[src/logic/acc_pkg.sv]
// Purpose: constants and types of the converter control block
// Assumes: APB with 32-bit data, one aligned word per register
// Notes:   all widths fixed; no interrupt logic
package acc_pkg;
    // ****************************************************
    // register map
    // ****************************************************
    localparam logic [11:0] ACC_OFS_CLKEN  = 12'h000;
    localparam logic [11:0] ACC_OFS_MODE   = 12'h004;
    localparam logic [11:0] ACC_OFS_RES    = 12'h008;
    localparam logic [11:0] ACC_OFS_CHAN   = 12'h00C;
    localparam logic [11:0] ACC_OFS_RESULT = 12'h010;
    localparam logic [11:0] ACC_OFS_STATUS = 12'h014;

    // ****************************************************
    // field positions and reset values
    // ****************************************************
    localparam int ACC_BIT_GATE  = 5;
    localparam int ACC_BIT_RUN   = 7;
    localparam int ACC_BIT_FRHI  = 4;
    localparam int ACC_BIT_FRLO  = 3;
    localparam int ACC_BIT_LEN   = 1;
    localparam int ACC_BIT_CMPEN = 0;
    localparam int ACC_BIT_RES   = 0;
    localparam logic [7:0] ACC_RST_CLKEN = 8'h00;
    localparam logic [7:0] ACC_RST_MODE  = 8'h00;
    localparam logic [7:0] ACC_MASK_CLKEN = 8'h20;
    localparam logic [7:0] ACC_MASK_MODE  = 8'h9B;
    localparam logic [7:0] ACC_MASK_RES   = 8'h01;
    localparam logic [7:0] ACC_MASK_CHAN  = 8'h07;

    // ****************************************************
    // conversion timing in conversion clocks
    // ****************************************************
    localparam logic [4:0] ACC_TOTAL_LONG  = 5'h17;
    localparam logic [4:0] ACC_SAMP_LONG   = 5'h09;
    localparam logic [4:0] ACC_TOTAL_SHORT = 5'h11;
    localparam logic [4:0] ACC_SAMP_SHORT  = 5'h03;
    localparam logic [9:0] ACC_MSB_MASK    = 10'h200;
    localparam logic [9:0] ACC_LSB10_MASK  = 10'h001;
    localparam logic [9:0] ACC_LSB8_MASK   = 10'h004;
    localparam logic [2:0] ACC_DIV8_LAST   = 3'h7;
    localparam logic [2:0] ACC_DIV4_LAST   = 3'h3;
    localparam logic [2:0] ACC_DIV2_LAST   = 3'h1;
    localparam logic [2:0] ACC_DIV1_LAST   = 3'h0;

    typedef enum logic [1:0] {
        st_idle,
        st_sample,
        st_trial,
        st_settle
    } acc_state_e;
endpackage : acc_pkg

[src/logic/acc_conversion_control.sv]
// Purpose: control logic of a successive-approximation converter
// Assumes: analog comparator outside, answers cmp_above each cycle
// Notes:   registers over APB, zero wait states
// Behaviour
// - clock gate bit cleared stops all converter activity; set supplies it.
// - run bit cleared holds standby; set starts and repeats conversions.
// - comparator enable switches comparator on or off, independent of run.
// - clock select 00 /8, 01 /4, 10 /2, 11 undivided system clock.
// - resolution bit 0 gives a 10-bit result, 1 gives 8-bit.
// - three-bit channel field routes one of eight inputs, binary order.
module acc_conversion_control
    import acc_pkg::*;
(
    input  wire logic        pclk,
    input  wire logic        presetn,
    input  wire logic        psel,
    input  wire logic        penable,
    input  wire logic        pwrite,
    input  wire logic [11:0] paddr,
    input  wire logic [31:0] pwdata,
    output logic      [31:0] prdata,
    output logic             pready,
    output logic             pslverr,
    input  wire logic        cmp_above,
    output logic      [2:0]  input_channel_select,
    output logic             comparator_on,
    output logic             sample_hold,
    output logic      [9:0]  trial_code,
    output logic             conv_busy,
    output logic             conv_done,
    output logic      [9:0]  conv_result
);

    // ****************************************************
    // helpers
    // ****************************************************
    function automatic logic [2:0] div_last(input logic [1:0] sel);
        case (sel)
            2'b00:   div_last = ACC_DIV8_LAST;
            2'b01:   div_last = ACC_DIV4_LAST;
            2'b10:   div_last = ACC_DIV2_LAST;
            default: div_last = ACC_DIV1_LAST;
        endcase
    endfunction : div_last

    function automatic logic mapped(input logic [11:0] a);
        mapped = (a == ACC_OFS_CLKEN) || (a == ACC_OFS_MODE) ||
                 (a == ACC_OFS_RES) || (a == ACC_OFS_CHAN) ||
                 (a == ACC_OFS_RESULT) || (a == ACC_OFS_STATUS);
    endfunction : mapped

    // ****************************************************
    // declarations
    // ****************************************************
    logic [7:0]  peripheral_clock_enable;
    logic [7:0]  converter_mode_control;
    logic        resolution_select;
    logic        converter_clock_gate;
    logic        conversion_run;
    logic        comparator_enable;
    logic        conv_clock_select_hi;
    logic        conv_clock_select_lo;
    logic        sampling_length_select;
    logic        wr_en;
    logic        rd_setup;
    logic [2:0]  div_cnt;
    logic        conv_tick;
    logic [4:0]  step_cnt;
    logic [4:0]  total_len;
    logic [4:0]  samp_len;
    logic [9:0]  bit_mask;
    logic [9:0]  last_mask;
    logic        keep_bit;
    acc_state_e  state;
    acc_state_e  next_state;

    assign converter_clock_gate   = peripheral_clock_enable[ACC_BIT_GATE];
    assign conversion_run         = converter_mode_control[ACC_BIT_RUN];
    assign conv_clock_select_hi   = converter_mode_control[ACC_BIT_FRHI];
    assign conv_clock_select_lo   = converter_mode_control[ACC_BIT_FRLO];
    assign sampling_length_select = converter_mode_control[ACC_BIT_LEN];
    assign comparator_enable      = converter_mode_control[ACC_BIT_CMPEN];

    // ****************************************************
    // apb slave
    // ****************************************************
    assign pready   = 1'b1;
    assign pslverr  = psel && penable && !mapped(paddr);
    assign wr_en    = psel && penable && pwrite && mapped(paddr);
    assign rd_setup = psel && !penable && !pwrite;

    always_ff @(posedge pclk or negedge presetn) begin
        if (!presetn) begin
            peripheral_clock_enable <= ACC_RST_CLKEN;
        end else if (wr_en && paddr == ACC_OFS_CLKEN) begin
            peripheral_clock_enable <= pwdata[7:0] & ACC_MASK_CLKEN;
        end
    end

    always_ff @(posedge pclk or negedge presetn) begin
        if (!presetn) begin
            converter_mode_control <= ACC_RST_MODE;
        end else if (wr_en && paddr == ACC_OFS_MODE) begin
            converter_mode_control <= pwdata[7:0] & ACC_MASK_MODE;
        end
    end

    always_ff @(posedge pclk or negedge presetn) begin
        if (!presetn) begin
            resolution_select <= 1'b0;
        end else if (wr_en && paddr == ACC_OFS_RES) begin
            resolution_select <= pwdata[ACC_BIT_RES];
        end
    end

    always_ff @(posedge pclk or negedge presetn) begin
        if (!presetn) begin
            input_channel_select <= 3'h0;
        end else if (wr_en && paddr == ACC_OFS_CHAN) begin
            input_channel_select <= pwdata[2:0];
        end
    end

    // read data captured in setup so it comes from flops
    always_ff @(posedge pclk or negedge presetn) begin
        if (!presetn) begin
            prdata <= 32'h0000_0000;
        end else if (rd_setup) begin
            case (paddr)
                ACC_OFS_CLKEN:  prdata <= {24'h00_0000, peripheral_clock_enable};
                ACC_OFS_MODE:   prdata <= {24'h00_0000, converter_mode_control};
                ACC_OFS_RES:    prdata <= {31'h0000_0000, resolution_select};
                ACC_OFS_CHAN:   prdata <= {29'h0000_0000, input_channel_select};
                ACC_OFS_RESULT: prdata <= {22'h00_0000, conv_result};
                ACC_OFS_STATUS: prdata <= {29'h0000_0000, sample_hold,
                                           comparator_on, conv_busy};
                default:        prdata <= 32'h0000_0000;
            endcase
        end
    end

    // ****************************************************
    // conversion clock divider
    // ****************************************************
    always_ff @(posedge pclk or negedge presetn) begin
        if (!presetn) begin
            div_cnt <= 3'h0;
        end else if (!converter_clock_gate || conv_tick) begin
            div_cnt <= 3'h0;
        end else begin
            div_cnt <= div_cnt + 3'h1;
        end
    end

    assign conv_tick = converter_clock_gate &&
        (div_cnt == div_last({conv_clock_select_hi, conv_clock_select_lo}));

    // ****************************************************
    // conversion sequencer
    // ****************************************************
    assign total_len = sampling_length_select ? ACC_TOTAL_SHORT : ACC_TOTAL_LONG;
    assign samp_len  = sampling_length_select ? ACC_SAMP_SHORT : ACC_SAMP_LONG;
    assign last_mask = resolution_select ? ACC_LSB8_MASK : ACC_LSB10_MASK;
    // a disabled comparator never confirms a trial bit
    assign keep_bit  = cmp_above && comparator_enable;

    always_comb begin
        next_state = state;
        case (state)
            st_idle: begin
                if (conversion_run) begin
                    next_state = st_sample;
                end
            end
            st_sample: begin
                if (step_cnt == samp_len - 5'h01) begin
                    next_state = st_trial;
                end
            end
            st_trial: begin
                if (bit_mask == last_mask) begin
                    next_state = st_settle;
                end
            end
            st_settle: begin
                if (step_cnt == total_len - 5'h01) begin
                    next_state = st_sample;
                end
            end
            default: next_state = st_idle;
        endcase
    end

    // run or gate dropping aborts at once, no partial result
    always_ff @(posedge pclk or negedge presetn) begin
        if (!presetn) begin
            state <= st_idle;
        end else if (!converter_clock_gate || !conversion_run) begin
            state <= st_idle;
        end else if (conv_tick) begin
            state <= next_state;
        end
    end

    always_ff @(posedge pclk or negedge presetn) begin
        if (!presetn) begin
            step_cnt <= 5'h00;
        end else if (!converter_clock_gate || !conversion_run || state == st_idle) begin
            step_cnt <= 5'h00;
        end else if (conv_tick) begin
            if (state == st_settle && step_cnt == total_len - 5'h01) begin
                step_cnt <= 5'h00;
            end else begin
                step_cnt <= step_cnt + 5'h01;
            end
        end
    end

    // successive approximation register
    always_ff @(posedge pclk or negedge presetn) begin
        if (!presetn) begin
            trial_code <= 10'h000;
            bit_mask   <= 10'h000;
        end else if (conv_tick && state == st_sample && next_state == st_trial) begin
            trial_code <= ACC_MSB_MASK;
            bit_mask   <= ACC_MSB_MASK;
        end else if (conv_tick && state == st_trial && conversion_run
                     && converter_clock_gate) begin
            trial_code <= (keep_bit ? trial_code : (trial_code & ~bit_mask))
                          | (bit_mask == last_mask ? 10'h000 : (bit_mask >> 1));
            bit_mask   <= bit_mask >> 1;
        end
    end

    always_ff @(posedge pclk or negedge presetn) begin
        if (!presetn) begin
            conv_result <= 10'h000;
        end else if (conv_tick && conversion_run && converter_clock_gate
                     && state == st_settle && next_state == st_sample) begin
            if (resolution_select) begin
                conv_result <= {2'b00, trial_code[9:2]};
            end else begin
                conv_result <= trial_code;
            end
        end
    end

    always_ff @(posedge pclk or negedge presetn) begin
        if (!presetn) begin
            conv_done <= 1'b0;
        end else begin
            conv_done <= conv_tick && conversion_run && converter_clock_gate
                         && state == st_settle && next_state == st_sample;
        end
    end

    // ****************************************************
    // analog side controls
    // ****************************************************
    assign comparator_on = comparator_enable && converter_clock_gate;
    assign sample_hold   = (state == st_sample);
    assign conv_busy     = (state != st_idle);

endmodule : acc_conversion_control

[config.mk]
export PLATFORM = sky130hd
export DESIGN_NAME = acc_conversion_control
export DESIGN_NICKNAME = d
export VERILOG_FILES = /design/src/logic/acc_pkg.sv /design/src/logic/acc_conversion_control.sv
export SDC_FILE = /design/constraint.sdc
export NUM_CORES = 1
export LEC_CHECK = 0
export ABC_AREA = 1
export BUFFER_PORTS_ARGS = -buffer_cell sky130_fd_sc_hd__buf_2
export CORE_MARGIN = 3
export CORE_UTILIZATION = 35
export CTS_CLUSTER_SIZE = 16
export DETAILED_ROUTE_END_ITERATION = 10
export GPL_ROUTABILITY_DRIVEN = 0
export MAX_ROUTING_LAYER = met4
export PLACE_DENSITY_LB_ADDON = 0.3
export RECOVER_POWER = 25
export SLEW_MARGIN = 40
export SYNTH_ARGS = -nofsm -noshare
export SYNTH_HDL_FRONTEND = slang
export SYNTH_SLANG_ARGS = --single-unit
[constraint.sdc]
create_clock -name pclk -period 1.9 [get_ports pclk]
set_input_delay 0.475 -clock pclk [delete_from_list [all_inputs] [get_ports pclk]]
set_output_delay 0.475 -clock pclk [all_outputs]
set_load 0.05 [all_outputs]
==> results.md, run 1 <==
- Post-DRT Antenna Nets: 0
- Max FO, Critical Path: 4
- Hpwl dp: approximately 7 mm
- Worst setup EP type: primary output
- Critical Path AT: between 1 and 1.5 ns
- Total gr overflow: 0
- Clk_lat worst skew: 0.35 ns
- Final Hold Vio Count: 0
- Tot GR Track Use: between 10% and 20%
- Clock transition at the registers of the reported paths: 0.07 ns
- Hold slack: around 0.34 ns
- Status: completed
- Wire per inst: 12.29 µm
- Die Wd: about 110 µm
- Met2 usage: between 20% and 30%
- Crit-path cells: buf_6, inv_4, nand2_4, nor2_4, buf_6, nand2_4, nor2_4, nor2_2, nand2_2, nor2_4, buf_8
- Relative slew slack: just under 10%
- CP max stage delay: roughly 0.15 ns
- Fraction of layout cells with a size suffix above 1: about 29%
- Core area: 0.01032 mm²
- # setup viols final: 0
- IO buf count: 62
- Residual DRC: 0
- GR Util met3: about 2.8%
- Clock sink count: just over 60
- Die Area: 0.01190 mm²
- Row cnt: 37
- Tcrit/Tclk final: 98.33%
- CTS H-tree depth: 3
- Fmax: around 540 MHz
- Final Instance Area: 0.004579 mm²
- PwrDens: 589.1 mW/mm²
- Die Y: about 110 µm
- Root Driver: clkbuf_8
- Seq/Total Area, Yosys: between 40% and 50%
- Via-to-Cell Ratio: roughly 4.6
- Netlist cell types: 35
- Total CTS buffers: 9
- Initial Util: 36.03%
- Netlist Area Pre-Place: around 0.0037 mm²
- Most used DFF post-synth: dfrtp_1
- CTS tree: done
- Worst Tran Pin Value: 1.352 ns
- Initial drt markers: between 100 and 150
- Post-synth top area share: 41.04%
- First-pass GRT wire length: about 14 mm
- Pin count of the biggest net entering global routing: 62
- Number of synthesized flops with an enable pin: 0
- Most frequent CP cell: nor2_4
- GR Layer Usage met1: around 19%
- Count leader, synth: nand2_1
- Synth warn: 0
- Most area-hungry cell type in the Yosys netlist: dfrtp_1
- Syn Inst Count: 498
- Critical Path Start Type: input pin
- Critical-path top delay cell: buf_8
- Global route hottest layer: met2
- Placed cell area: roughly 0.0042 mm²
- Syn avg cell area: ~7.5 µm²
- Slew Viols, Final: 0
- Worst Path Required: roughly 1.4 ns
- Final Util: approximately 44%
- Nets: between 600 and 700
- Unrepaired setup endpoints after global routing: true
- N_diodes: 0
- Max-cap violations: 0
- Worst Setup Path Type: in2out
- VDD IR max: 0.3838 mV
- Setup Skew: ~0.013 ns
- Vias in the first global route: 3032
- Ys async rst share: 100.0%
- Worst min path class: in2reg
- Initial antenna violation count: 0
- Yosys reg bits: between 60 and 70
- Drt total wl: about 8.9 mm
- DR vias: 3332
- Synth area leaders: dfrtp_1 (41%), nand2_1 (16%), nand3_1 (5.4%)
- Layout Area Growth over Synthesis: 23.11%
- Leakage power: 2.450 nW
- Min Clock Period, post-route: ~1.9 ns
- I/O pins: roughly 110
- Commonest cells in the synthesized netlist: nand2_1 (163), dfrtp_1 (61), inv_1 (53)
- Drt pass-1 iters: 4
- CTS Buffer Depth: 2
## layer usage
metal / vias up / part of all wire, %
met5: - / 0
met4: 0 / 1.8
met3: 17 / 4.4
met2: 69 / 47
met1: 1524 / 47
li1: 1722 / -
## critical path: cells and delay by family
| kind | cells | cell delay (ns) |
|---|---|---|
| simple gates | 7 | 0.49 |
| buf+inv | 4 | 0.43 |
## path summary, 6_finish.rpt
| check | start | to | slack (ns) | depth (start not counted) |
|---|---|---|---|---|
| max | paddr[5] | pslverr | 0.03 | 11 |
| min | pwdata[2] | input_channel_select[2] | 0.34 | 3 |
| max reg2reg | converter_mode_control[4] | conv_result[2] | 0.22 | 7 |
| min reg2reg | prdata[5] | prdata[5] | 0.49 | 1 |
| max in group asynchronous | presetn | converter_mode_control[4] | 0.45 | 2 |
| min in group asynchronous | presetn | bit_mask[8] | 0.53 | 2 |
## power breakdown
group,internal [mW],switching [mW]
registers,1.30,0.000807
clock network,0.611,0.544
logic,0.0565,0.186
total,1.97,0.731
## layout by cell type, fill, tap and decap left out, types with 3 or more instances in the layout
| master | count |
|---|---|
| nand2_2 | 10 |
| dfrtp_1 | 59 |
| inv_1 | 47 |
| clkinv_4 | 3 |
| nand2_4 | 6 |
| nor3_1 | 5 |
| inv_2 | 5 |
| nand3_1 | 39 |
| nor2_2 | 6 |
| nand2_1 | 155 |
| nand3_2 | 5 |
| a21oi_1 | 13 |
| nor2_4 | 10 |
| a21oi_2 | 11 |
| nand4_1 | 16 |
| buf_2 | 53 |
| conb_1 | 23 |
| o21ai_0 | 23 |
| buf_4 | 29 |
| clkbuf_8 | 9 |
| buf_6 | 6 |
| nor2_1 | 28 |
## what timing repair did
action	4_1_cts	5_1_grt
gates resized for setup	6	44
buffers inserted	2	1
gates cloned	0	0
hold buffers	0	0
pin swaps	2	17
setup endpoints to repair	1	8
## state kept, by name, indices dropped and copies added (netlist names)
name,flops
state,2
peripheral_clock_enable,1
prdata,10
resolution_select,1
step_cnt,5
conv_done,1
converter_mode_control,5
trial_code,10
bit_mask,10
conv_result,10
div_cnt,3
input_channel_select,3
## per-stage QoR
step / power, mW / TNS, ns / std cells / worst slack, ns
global placement: 1.540 / -0.1060 / 708 / -0.1060
CTS: 2.716 / 0 / 726 / 0.001283
floorplan: 1.496 / 0 / 519 / 0.01978
global route: 2.814 / -0.04837 / 727 / -0.04837
detailed placement: 1.542 / -0.1169 / 708 / -0.1169
finish: 2.698 / 0 / 727 / 0.03170
## cell type report
type / instances / area (µm²)
Clock buffer: 9 / 123.9
Clock inverter: 7 / 75.07
Fill cell: 1063 / 5744
Inverter: 54 / 207.7
Multi-Input combinational cell: 369 / 1893
Sequential cell: 61 / 1529
Tap cell: 136 / 170.2
Timing Repair Buffer: 91 / 580.6
## cells by family (layout without fill, tap and decap cells)
kind of cell | after synthesis | after routing | share of synthesized area, %
AO/OA/AOI/OAI | 54 | 54 | 8.712
adder cells (fa/ha/maj) | 2 | 2 | 0.6726
AND/OR/NAND/NOR | 287 | 287 | 36.06
buffers and inverters | 89 | 161 | 12.61
XOR/XNOR | 3 | 3 | 0.7065
flip-flops | 61 | 61 | 41.04
other | 2 | 23 | 0.2019
Power figures use the tool's default switching activity.
==> inputs of run 2 (changes only) <==
clock period = 1.51 ns   (was 1.9 ns; I/O delays follow)
==> run 2 against run 1 <==
Compared with the run above:
- the run now ends with negative setup slack left
- worst setup slack got worse by 0.18 ns
- highest routed layer unchanged
- sequential share of layout area down 5.0 points
- core utilization up 7.9 points
- largest power group unchanged
==> results.md, run 2 (synthesized netlist as in run 1, its figures left out) <==
- Pin count of the biggest net entering global routing: slightly above 60
- Reg-to-reg startpoint: converter_mode_control[4]
- Worst min path class: in2reg
- PwrDens: about 600 mW/mm²
- Worst Setup Path Type: in2out
- VDD IR max: between 0.3 and 0.4 mV
- Residual DRC: 0
- CP max stage delay: 0.15 ns
- Tot GR Track Use: between 15 and 20%
- Max-cap violations: 0
- Nets: approximately 690
- Slew Viols, Final: 0
- Final WS setup: -0.1455 ns
- Total gr overflow: 0
- Commonest non-fill, non-tap cell in the layout: nand2_1
- Root Driver: clkbuf_8
- # setup viols final: 35
- Status: complete, but fails checks
- Failing checks: negative setup slack
- Multi-input combinational cell area: between 0.002 and 0.0025 mm²
- Min Clock Period, post-route: between 1.5 and 2 ns
- DR vias: between 3000 and 4000
- I/O pins: approximately 110
- Worst hold stages: 3
- Cells on worst reg2reg path: 10
- CTS Buffer Depth: 2
- Vias in the first global route: ~3500
- Relative slew slack: roughly 44%
- Hold_sp: pwdata[2]
- Clock sink count: 61
- Die Y: 109.1 µm
- Clock transition at the registers of the reported paths: around 0.07 ns
- IO buf count: 62
- Register area: about 0.0015 mm²
- Die Wd: roughly 110 µm
- Crit-path cells: buf_6, nor2_4, nand2_4, inv_6, nand3_4, nand2_2, nor2_2, nand2_2, nor2_4, buf_8
- Flop2flop setup slack: -0.10 ns
- Leakage power: ~2.7 nW
- Die Area: ~0.012 mm²
- Tot Pwr: roughly 3.3 mW
- Max FO, Critical Path: 5
- Initial Util: a little over a third
- Hpwl dp: 6.955 mm
- Hold endpoint: input_channel_select[2]
- CTS tree: done
- Row cnt: 37
- Drt total wl: 10.40 mm
- Total CTS buffers: 9
- Tcrit/Tclk final: 109.6%
- Clk_lat worst skew: 0.33 ns
- Dpl ws: -0.2522 ns
- Critical-path top delay cell: buf_8
- Via-to-Cell Ratio: ~4.7
- Unrepaired setup endpoints after global routing: true
- Final Hold Vio Count: 0
- Setup Skew: about 0.008 ns
- Crit Reg-Reg Endpoint: bit_mask[5]
- Layout Area Growth over Synthesis: 45.14%
- Core area: 0.01032 mm²
- Post-DRT Antenna Nets: 0
- Setup TNS: -2.574 ns
- Initial antenna violation count: 0
- Worst Path Required: 1.13 ns
- Critical Path AT: 1.28 ns
- Commonest non-fill, non-tap cells in the layout: nand2_1 (145), buf_4 (61), dfrtp_1 (58)
- First-pass GRT wire length: 16.19 mm
- Fraction of layout cells with a size suffix above 1: 41.78%
- Initial drt markers: 235
- Filler cells: 952
- CTS H-tree depth: 3
- Wire per inst: 13.42 µm
- Drt pass-1 iters: 4
- Fmax: 604.0 MHz
- Worst setup EP type: primary output
- N_diodes: 0
- Worst Tran Pin Value: about 0.84 ns
- Critical Path Start Type: input pin
-- run 2: changes by cell type in the layout (fill, tap and decap cells not counted), moves of 7 or more --
cell / change
buf_4: +32
nand3_1: -17
buf_6: +12
nand2_1: -10
nand3_2: +9
nand3_4: +9
nand2_2: +8
buf_2: -7
inv_1: -7
-- run 2: worst max-delay path by stage --
stage	from	end	slack [ns]	cells past startpoint
2_1_floorplan	paddr[9]	pslverr	-0.09	8
3_3_place_gp	paddr[6]	pslverr	-0.25	10
3_5_place_dp	paddr[6]	pslverr	-0.25	10
4_1_cts	paddr[10]	pslverr	-0.10	10
5_1_grt	paddr[9]	pslverr	-0.20	10
6_report	paddr[9]	pslverr	-0.15	10
-- run 2: area by class of cell --
type,instances,area share [%]
flip-flops and latches,61,28.34
clock inverters,7,0.9270
well taps,136,3.152
inverters,54,3.986
clock buffers,9,2.294
repair buffers,138,20.53
multi-input cells,370,40.76
-- run 2: where the power goes --
group / internal (mW) / switching, mW / leakage [nW]
sequential: 1.63 / 0.00106 / 0.770
combinational: 0.0963 / 0.252 / 1.88
clock: 0.596 / 0.687 / 0.0816
-- run 2: layer usage --
metal,global-route usage [%],routed length (µm),up-vias
met2,28.25,5134,91
met1,21.69,4558,1689
met3,3.020,426,21
li1,-,-,1820
met5,-,0,-
met4,8.747,283,0
-- run 2: timing repair --
action	4_1_cts	5_1_grt
setup buffers	22	6
endpoints found under the hold margin	0	0
setup endpoints to repair	41	51
cloned	1	2
pin swaps	35	36
hold buffers	0	0
gates resized for setup	79	63
-- run 2: worst max-delay path: cells and delay by family --
kind,cells,cell delay [ns]
AND/OR/NAND/NOR,7,0.61
buffers and inverters,3,0.29
-- run 2: stage by stage --
| stage | utilization, % | cells | hold slack [ns] | cell area, µm² |
|---|---|---|---|---|
| after floorplan | - | 519 | 0.08191 | 3831 |
| after global placement | 43.04 | 730 | 0.4139 | 4443 |
| after detailed placement | 43.04 | 730 | 0.4134 | 4443 |
| after CTS | 49.50 | 769 | 0.04298 | 5110 |
| after global routing | 52.30 | 775 | 0.2418 | 5399 |
| final | 52.30 | 775 | 0.2478 | 5399 |
